<file path="src/common/selftest_status_map.vh">
// register offsets, field positions and reset values of the status group
`ifndef SELFTEST_STATUS_MAP_VH
`define SELFTEST_STATUS_MAP_VH
`define ADDR_W               10
`define OFS_RESULT_MISC      10'h225
`define OFS_COMPLETION       10'h226
`define OFS_CONV_ORDER       10'h230
`define OFS_LIN_ORDER        10'h231
`define RST_REG8             8'h00
`define BIT_AUTO_ZERO        5
`define BIT_HOUSEKEEPING     4
`define BIT_FUSE_SHADOW      3
`define BIT_SAFETY_STOP      2
`define BIT_RESET_PIN        1
`define BIT_TRACKER_TEMP     0
`define BIT_LOGIC_PASS       7
`define BIT_LOGIC_DONE       6
`define BIT_LOGIC_CLEAR      4
`define BIT_ANALOG_PASS      3
`define BIT_ANALOG_DONE      2
`define BIT_ANALOG_CLEAR     0
`define ORDER_HI_LSB         4
`define ORDER_LO_LSB         0
`define ORDER_W              3
`define ORDER_OFF            3'h0
`define ORDER_FIRST          3'h1
`define ORDER_LAST           3'h5
`endif

</file>
<file path="src/logic/selftest_result_pair.v">
// done and pass flag pair of one self-test engine
`timescale 1ns/100ps
module selftest_result_pair (
  input  wire clock,
  input  wire rst_b,
  input  wire runFinished,
  input  wire runPassed,
  input  wire clearStrobe,
  output reg  done_reg,
  output reg  pass_reg
);
  // a finishing run wins over a clear in the same cycle so no result is lost
  always @(posedge clock) begin
    if (!rst_b) begin
      done_reg <= 1'b0;
      pass_reg <= 1'b0;
    end else if (runFinished) begin
      done_reg <= 1'b1;
      pass_reg <= runPassed;
    end else if (clearStrobe) begin
      done_reg <= 1'b0;
      pass_reg <= 1'b0;
    end
  end
endmodule

</file>
<file path="src/logic/startup_order_slot.v">
// power-up order slot of one rail, taken from the sequencer
`timescale 1ns/100ps
`include "selftest_status_map.vh"
module startup_order_slot (
  input  wire       clock,
  input  wire       rst_b,
  input  wire       railOn,
  input  wire       slotStart,
  input  wire [2:0] currentSlot,
  output reg  [2:0] order_reg
);
  // rails started in one slot all latch the same slot number
  always @(posedge clock) begin
    if (!rst_b)
      order_reg <= `ORDER_OFF;
    else if (!railOn)
      order_reg <= `ORDER_OFF;
    // latch only while still unstarted: later slots must not renumber a rail
    else if (slotStart && order_reg == `ORDER_OFF &&
             currentSlot >= `ORDER_FIRST && currentSlot <= `ORDER_LAST)
      order_reg <= currentSlot;
  end
endmodule

</file>
<file path="src/logic/selftest_startup_status.v">
// self-test result and startup order status register group
// Function
// - bits 5,4: auto-zero and housekeeping check
// - bits 2,1: safety-stop and reset pin checks
// - bit 0: tracker temperature sensor check
// - bit 3 set only on shadow-fuse match
// - option shadow write returns bit 3 to 0
// - bit 7: logic self-test pass
// - bit 6: logic self-test complete
// - write 1 to bit 4 clears logic flags
// - logic flags update on every run
// - bits 3,2: analog pass and complete
// - write 1 to bit 0 clears analog flags
// - converter orders at bits 6:4 and 2:0
// - linear regulator orders at 6:4, 2:0
// - same slot gives same order value
// - primary converter expected at order 1
`timescale 1ns/100ps
`include "selftest_status_map.vh"
module selftest_startup_status (
  input  wire        clock,
  input  wire        rst_b,
  input  wire [9:0]  regAddr,
  input  wire        regWrite,
  input  wire        regRead,
  input  wire [7:0]  regWdata,
  output reg  [7:0]  regRdata_reg,
  input  wire        autoZeroCheckOk,
  input  wire        housekeepingCheckOk,
  input  wire        safetyStopPinCheckOk,
  input  wire        resetPinCheckOk,
  input  wire        trackerTempCheckOk,
  input  wire        fuseLoadDone,
  input  wire        fuseMatch,
  input  wire        optionShadowWrite,
  input  wire        logicRunFinished,
  input  wire        logicRunPassed,
  input  wire        analogRunFinished,
  input  wire        analogRunPassed,
  input  wire [3:0]  railOn,
  input  wire        slotStart,
  input  wire [2:0]  currentSlot
);
  reg  [4:0] checkOk_reg;
  reg        fuseShadow_reg;
  wire       logicDone;
  wire       logicPass;
  wire       analogDone;
  wire       analogPass;
  wire [2:0] primaryConverterOrder;
  wire [2:0] secondConverterOrder;
  wire [2:0] linearRegOneOrder;
  wire [2:0] linearRegTwoOrder;
  wire       completionWrite;
  reg  [7:0] regRdata_next;

  assign completionWrite = regWrite && (regAddr == `OFS_COMPLETION);

  // check results are levels from the monitors on this clock
  always @(posedge clock) begin
    if (!rst_b)
      checkOk_reg <= 5'h00;
    else
      checkOk_reg <= {autoZeroCheckOk, housekeepingCheckOk,
                      safetyStopPinCheckOk, resetPinCheckOk,
                      trackerTempCheckOk};
  end

  // a shadow write always drops the flag, even on a load cycle,
  // since a modified shadow no longer reflects the fuse load
  always @(posedge clock) begin
    if (!rst_b)
      fuseShadow_reg <= 1'b0;
    else if (optionShadowWrite)
      fuseShadow_reg <= 1'b0;
    else if (fuseLoadDone)
      fuseShadow_reg <= fuseMatch;
  end

  selftest_result_pair logicPair (
    .clock       (clock),
    .rst_b       (rst_b),
    .runFinished (logicRunFinished),
    .runPassed   (logicRunPassed),
    .clearStrobe (completionWrite && regWdata[`BIT_LOGIC_CLEAR]),
    .done_reg    (logicDone),
    .pass_reg    (logicPass)
  );

  selftest_result_pair analogPair (
    .clock       (clock),
    .rst_b       (rst_b),
    .runFinished (analogRunFinished),
    .runPassed   (analogRunPassed),
    .clearStrobe (completionWrite && regWdata[`BIT_ANALOG_CLEAR]),
    .done_reg    (analogDone),
    .pass_reg    (analogPass)
  );

  // railOn[0] primary converter, [1] second, [2] lin one, [3] lin two;
  // the primary is started in slot one by the sequencer
  startup_order_slot primaryConverterSlot (
    .clock       (clock),
    .rst_b       (rst_b),
    .railOn      (railOn[0]),
    .slotStart   (slotStart),
    .currentSlot (currentSlot),
    .order_reg   (primaryConverterOrder)
  );

  startup_order_slot secondConverterSlot (
    .clock       (clock),
    .rst_b       (rst_b),
    .railOn      (railOn[1]),
    .slotStart   (slotStart),
    .currentSlot (currentSlot),
    .order_reg   (secondConverterOrder)
  );

  startup_order_slot linearRegOneSlot (
    .clock       (clock),
    .rst_b       (rst_b),
    .railOn      (railOn[2]),
    .slotStart   (slotStart),
    .currentSlot (currentSlot),
    .order_reg   (linearRegOneOrder)
  );

  startup_order_slot linearRegTwoSlot (
    .clock       (clock),
    .rst_b       (rst_b),
    .railOn      (railOn[3]),
    .slotStart   (slotStart),
    .currentSlot (currentSlot),
    .order_reg   (linearRegTwoOrder)
  );

  // read mux; unmapped and reserved positions read as zero
  always @* begin
    regRdata_next = `RST_REG8;
    case (regAddr)
      `OFS_RESULT_MISC: begin
        regRdata_next[`BIT_AUTO_ZERO]    = checkOk_reg[4];
        regRdata_next[`BIT_HOUSEKEEPING] = checkOk_reg[3];
        regRdata_next[`BIT_FUSE_SHADOW]  = fuseShadow_reg;
        regRdata_next[`BIT_SAFETY_STOP]  = checkOk_reg[2];
        regRdata_next[`BIT_RESET_PIN]    = checkOk_reg[1];
        regRdata_next[`BIT_TRACKER_TEMP] = checkOk_reg[0];
      end
      `OFS_COMPLETION: begin
        regRdata_next[`BIT_LOGIC_PASS]  = logicPass;
        regRdata_next[`BIT_LOGIC_DONE]  = logicDone;
        regRdata_next[`BIT_ANALOG_PASS] = analogPass;
        regRdata_next[`BIT_ANALOG_DONE] = analogDone;
        // clear bits stay zero: they are strobes only
        regRdata_next[`BIT_LOGIC_CLEAR]  = 1'b0;
        regRdata_next[`BIT_ANALOG_CLEAR] = 1'b0;
      end
      `OFS_CONV_ORDER: begin
        regRdata_next[`ORDER_HI_LSB +: `ORDER_W] = secondConverterOrder;
        regRdata_next[`ORDER_LO_LSB +: `ORDER_W] = primaryConverterOrder;
      end
      `OFS_LIN_ORDER: begin
        regRdata_next[`ORDER_HI_LSB +: `ORDER_W] = linearRegTwoOrder;
        regRdata_next[`ORDER_LO_LSB +: `ORDER_W] = linearRegOneOrder;
      end
      default: regRdata_next = `RST_REG8;
    endcase
  end

  // read data registered; held between reads
  always @(posedge clock) begin
    if (!rst_b)
      regRdata_reg <= `RST_REG8;
    else if (regRead)
      regRdata_reg <= regRdata_next;
  end
endmodule

</file>
<file path="config.mk">
export PLATFORM = sky130hd
export DESIGN_NAME = selftest_startup_status
export DESIGN_NICKNAME = d
export VERILOG_FILES = /design/src/logic/selftest_result_pair.v /design/src/logic/startup_order_slot.v /design/src/logic/selftest_startup_status.v
export VERILOG_INCLUDE_DIRS = /design/src /design/src/common
export SDC_FILE = /design/constraint.sdc
export NUM_CORES = 1
export LEC_CHECK = 0
export ABC_AREA = 1
export BUFFER_PORTS_ARGS = -buffer_cell sky130_fd_sc_hd__buf_2
export CORE_UTILIZATION = 49
export CTS_CLUSTER_DIAMETER = 150
export CTS_CLUSTER_SIZE = 25
export DETAILED_ROUTE_END_ITERATION = 7
export GPL_TIMING_DRIVEN = 0
export PLACE_DENSITY = 0.87
export SKIP_CTS_REPAIR_TIMING = 1
export SLEW_MARGIN = 0
export SYNTH_ARGS = -nofsm -noshare
export SYNTH_HDL_FRONTEND = slang
export SYNTH_HIERARCHICAL = 1
export SYNTH_SLANG_ARGS = --single-unit
</file>
<file path="constraint.sdc">
create_clock -name clock -period 1.6 [get_ports clock]
set_clock_uncertainty 0.2 [all_clocks]
set_input_delay 0.32 -clock clock [delete_from_list [all_inputs] [get_ports clock]]
set_output_delay 0.32 -clock clock [all_outputs]
set_load 0.05 [all_outputs]
</file>
== After elaboration in Yosys (flattened, before gate mapping) ==
Index checks and enable logic that the tools add are counted.

* Magnitude comparators: 2
* Equal/unequal tests: 4
* Mux-type cells: 14
* Bitwise gates (word level): 1
* Reduce and logical (&&, ||, !) cells: 26

{| class="wikitable"
|+ Operator list
! cell !! count
|-
| $eq A10 B10 Y1 const B || 4
|-
| $logic_and A1 B1 Y1 || 15
|-
| $pmux W1 S3 || 5
|-
| $logic_not A3 Y1 || 4
|-
| $reduce_and A2 Y1 || 4
|-
| $mux W1 || 7
|-
| $pmux W1 S4 || 1
|-
| $reduce_bool A2 Y1 || 2
|-
| $ge A3 B1 Y1 const B || 1
|-
| $le A3 B3 Y1 const B || 1
|-
| $pmux W1 S2 || 1
|-
| $reduce_or A2 Y1 || 1
|-
| $not A1 Y1 || 1
|}

* Flip-flop bits (word level): 30
* Input port bits: 42
* Word-level logic and storage cells: 58

== Depth between registers and ports, before layout ==
* Depth after elaboration: 5
* Depth in mapped cells: 11

== By module ==
The synthesis kept the hierarchy.

{| class="wikitable"
|+ By module, submodules not included
! module !! instances !! cells an instance !! area an instance (µm²)
|-
| selftest_startup_status || 1 || 112 || 782.0
|-
| startup_order_slot || 4 || 20 || 137.6
|-
| selftest_result_pair || 2 || 11 || 76.3
|}

== Worst setup path after synthesis ==
Ideal clock, no wire load.

* Path type: input-to-reg
* From: in regAddr[9]
* To: reg analogPair.done_reg
* Data arrival time: 1.172 ns
* Data required time: 1.286 ns
* Path slack: 0.114 ns
* Stages on the path: 11
* Cell sequence: inv_1 -> nor2_4 -> nand2_4 -> nor2_2 -> nand2_1 -> inv_2 -> nand2_1 -> nor2_1 -> inv_1 -> a21oi_1 -> nor2_1

* Cells in the longest elaborated chain, start to end: 4

{| class="wikitable"
|+ Ends and longest elaborated chain
! element !! line !! RTL
|-
| from (decl) || selftest_startup_status.v:23 || <nowiki>input wire [9:0] regAddr,</nowiki>
|-
| $eq A10 B10 Y1 || - ||
|-
| $logic_and A1 B1 Y1 || selftest_startup_status.v:57 || <nowiki>assign completionWrite = regWrite && (regAddr == `OFS_COMPLETION);</nowiki>
|-
| $logic_and A1 B1 Y1 || selftest_startup_status.v:95 || <nowiki>.clearStrobe (completionWrite && regWdata[`BIT_ANALOG_CLEAR]),</nowiki>
|-
| $reduce_bool A2 Y1 (no source line) || - ||
|-
| to (signal assigned) || selftest_result_pair.v:15 || <nowiki>done_reg <= 1'b0;</nowiki>
|-
| to (signal assigned) || selftest_result_pair.v:18 || <nowiki>done_reg <= 1'b1;</nowiki>
|-
| to (signal assigned) || selftest_result_pair.v:21 || <nowiki>done_reg <= 1'b0;</nowiki>
|-
| to (decl) || selftest_result_pair.v:9 || <nowiki>output reg done_reg,</nowiki>
|}

No other way between the ends.
A chain may end at the register's enable or synchronous reset.

== Worst setup path in the final report ==
* From: reg regRdata_reg[3]
* To: out regRdata_reg[3]

{| class="wikitable"
|+ RTL lines
! element !! line !! RTL
|-
| from (decl) || selftest_startup_status.v:27 || <nowiki>output reg [7:0] regRdata_reg,</nowiki>
|-
| from (signal assigned) || selftest_startup_status.v:174 || <nowiki>regRdata_reg <= `RST_REG8;</nowiki>
|-
| from (signal assigned) || selftest_startup_status.v:176 || <nowiki>regRdata_reg <= regRdata_next;</nowiki>
|}

No word-level cell between the ends.

==> results by group <==
Power and ir drop
  – Final Power: roughly 1.4 mW
  – VDD IR-drop max: 0.0004633 V
  – Pwr per Cell Area: 752.1 mW/mm^2
  – Leak Pwr: 0.9338 nW

CTS
  – CTS tree: yes
  – Worst skew pair latency: 320 ps
  – Clock tree buffer depth: 2
  – Clk slew on worst S/H paths: 90 ps
  – Root Driver: clkbuf_4
  – H-Tree Depth: 2
  – Clock tree sinks: 30
  – TritonCTS Buffers: 5

Worst setup path
  – CP bufs+invs: 1
  – CP arrival: around 940 ps
  – Delay-heaviest family, CP: flip-flops
  – FF-to-FF Start: secondConverterSlot/order_reg[1]
  – Setup crit start kind: flip-flop
  – CP startpoint: regRdata_reg[3]
  – Worst path cell trace: buf_2
  – FF-to-FF setup slack: 490 ps
  – Crit-path max FO: 2
  – Largest stage delay, worst path: about 350 ps
  – CP endpoint kind: primary output
  – CP required: about 1100 ps
  – Worst path slowest cell: dfxtp_1
  – Setup CP Type: reg2out

Layout
  – Util after Layout: 66.64%
  – Layout Cells excl Fill: 304
  – ANT cells: 0
  – Max reg flops: 8
  – Share of layout cells above drive strength 1: between 20% and 30%
  – P&R area growth vs syn: 25.86%
  – Final nets: 315

STA
  – Period minus WS final: 1461 ps
  – Hold Slack: 29.02 ps
  – Worst setup margin: 139.2 ps
  – Fin crit share: 91.30%
  – Slew @ Worst Pin: 416.9 ps
  – Fmax: 684.6 MHz
  – Fin. max-slew vios: 0
  – Final hold vios: 0
  – Slew HR: 72.21%
  – Final setup violation count: 0
  – RSZ-0062 raised after global routing: no

Synthesis
  – Post-synth EDFFs: 0
  – Syn Area/Cell: 6.940 um^2
  – Synth top area share: 40.44%
  – Synth Cell Area: 0.001485 mm^2
  – Synth warnings: 6
  – Cells after Synth: between 200 and 250
  – Seq cells post-synth: 30
  – Dominant cell by count in the synthesized netlist: nand2_1
  – Largest area contributor in the netlist: dfxtp_1
  – Share of flip-flops with an asynchronous set or reset: 0%
  – Sequential area share after synthesis: between 40% and 50%
  – Synth cell count leaders: nand2_1, inv_1, dfxtp_1
  – Post-synth cell types: 22
  – Synth top area cells: dfxtp_1, nand2_1, nand3_1
  – Main synth FF type: dfxtp_1
  – Syn nets: 256

Floorplan
  – Total core area: 0.002805 mm^2
  – Die area: about 0.0033 mm^2
  – Die height: 57.06 um
  – Initial core utilization: 52.94%
  – FP Rows: 19
  – Die W: approximately 57 um
  – # IOs: 50

Drt
  – Vias per inst: roughly 5.0
  – WL/cell: around 11 um
  – Final ANT Viol Nets: 0
  – TritonRoute pass-1 iters: 6
  – Total detailed-routing wirelength: 3235 um
  – Drc violations: 8
  – Initial DRC count: 47
  – Detailed-route via count: 1,523

Status
  – Outcome: complete, but fails checks
  – Failing checks: design-rule violations

Job
  – Max-cap check violation count: 0

Global routing
  – Initial antenna violation count: 0
  – Total GRT Usage: 21.45%
  – Number of global-route vias before repair: 1,364
  – Largest net degree at the start of global routing: 13
  – Global-route wire length before repair: 5347 um
  – Grt total ovfl: 0

Min path
  – HP Start: analogRunFinished
  – Min-Delay Path Class: in2reg

Placed design
  – # placed instances: 288
  – IO Port Bufs: 43
  – Pre-CTS WS: -197.6 ps
  – GP Congestion: 0.8485
  – DP HPWL: around 2400 um
==> kinds of logic after synthesis <==
group,synth area share (%)
and+or+nand+nor,37.41
AOI/OAI and AO/OA,10.36
DFF,40.44
muxes,0.6740
buffers and inverters,11.12
==> placed cells by master (no fill, tap or decap), drive strengths merged, types with 3 or more instances in the layout <==
master	n
nor2	24
o21ai	3
dlygate4sd3	6
nand4	12
dfxtp	30
a21oi	22
buf	47
nand2	51
inv	40
nand3	25
clkbuf	6
==> power breakdown <==
part	switching (mW)	total (mW)	internal, mW
clock	0.244	0.402	0.157
sequential	0.0124	0.785	0.773
combinational	0.128	0.219	0.0906
total	0.385	1.41	1.02
==> per-stage QoR <==
| stage | TNS (ps) | cell area (um^2) |
|---|---|---|
| after floorplan | 0 | 1485 |
| after CTS | 0 | 1787 |
| after global routing | 0 | 1869 |
| final | 0 | 1869 |
| after global placement | -517.4 | 1739 |
| after detailed placement | -646.5 | 1739 |
==> per-layer routing <==
layer	vias to the layer above	track usage [%]	share of wire, %
met4	0	11.50	2.2
met1	671	26.07	46
met2	41	35.46	46
li1	803	-	-
met3	8	4.762	5.7
met5	-	0	0
==> area by class of cell <==
type | instances | area (um^2)
fill | 256 | 935.9
sequential | 30 | 600.6
tap | 31 | 38.79
buffer | 2 | 15.01
clock inverter | 2 | 10.01
clock buffer | 5 | 37.54
inverter | 40 | 150.1
timing repair buffer | 52 | 297.8
multi-input combinational | 142 | 719.4
==> path summary, 6_finish.rpt <==
path | end | cells past startpoint
setup / recovery | regRdata_reg[3] | 1
hold reg to reg | regRdata_reg[7] | 2
setup reg to reg | secondConverterSlot/order_reg[0] | 5
hold / removal | analogPair/pass_reg | 3
Note: power is estimated with default switching activity, not from simulation.
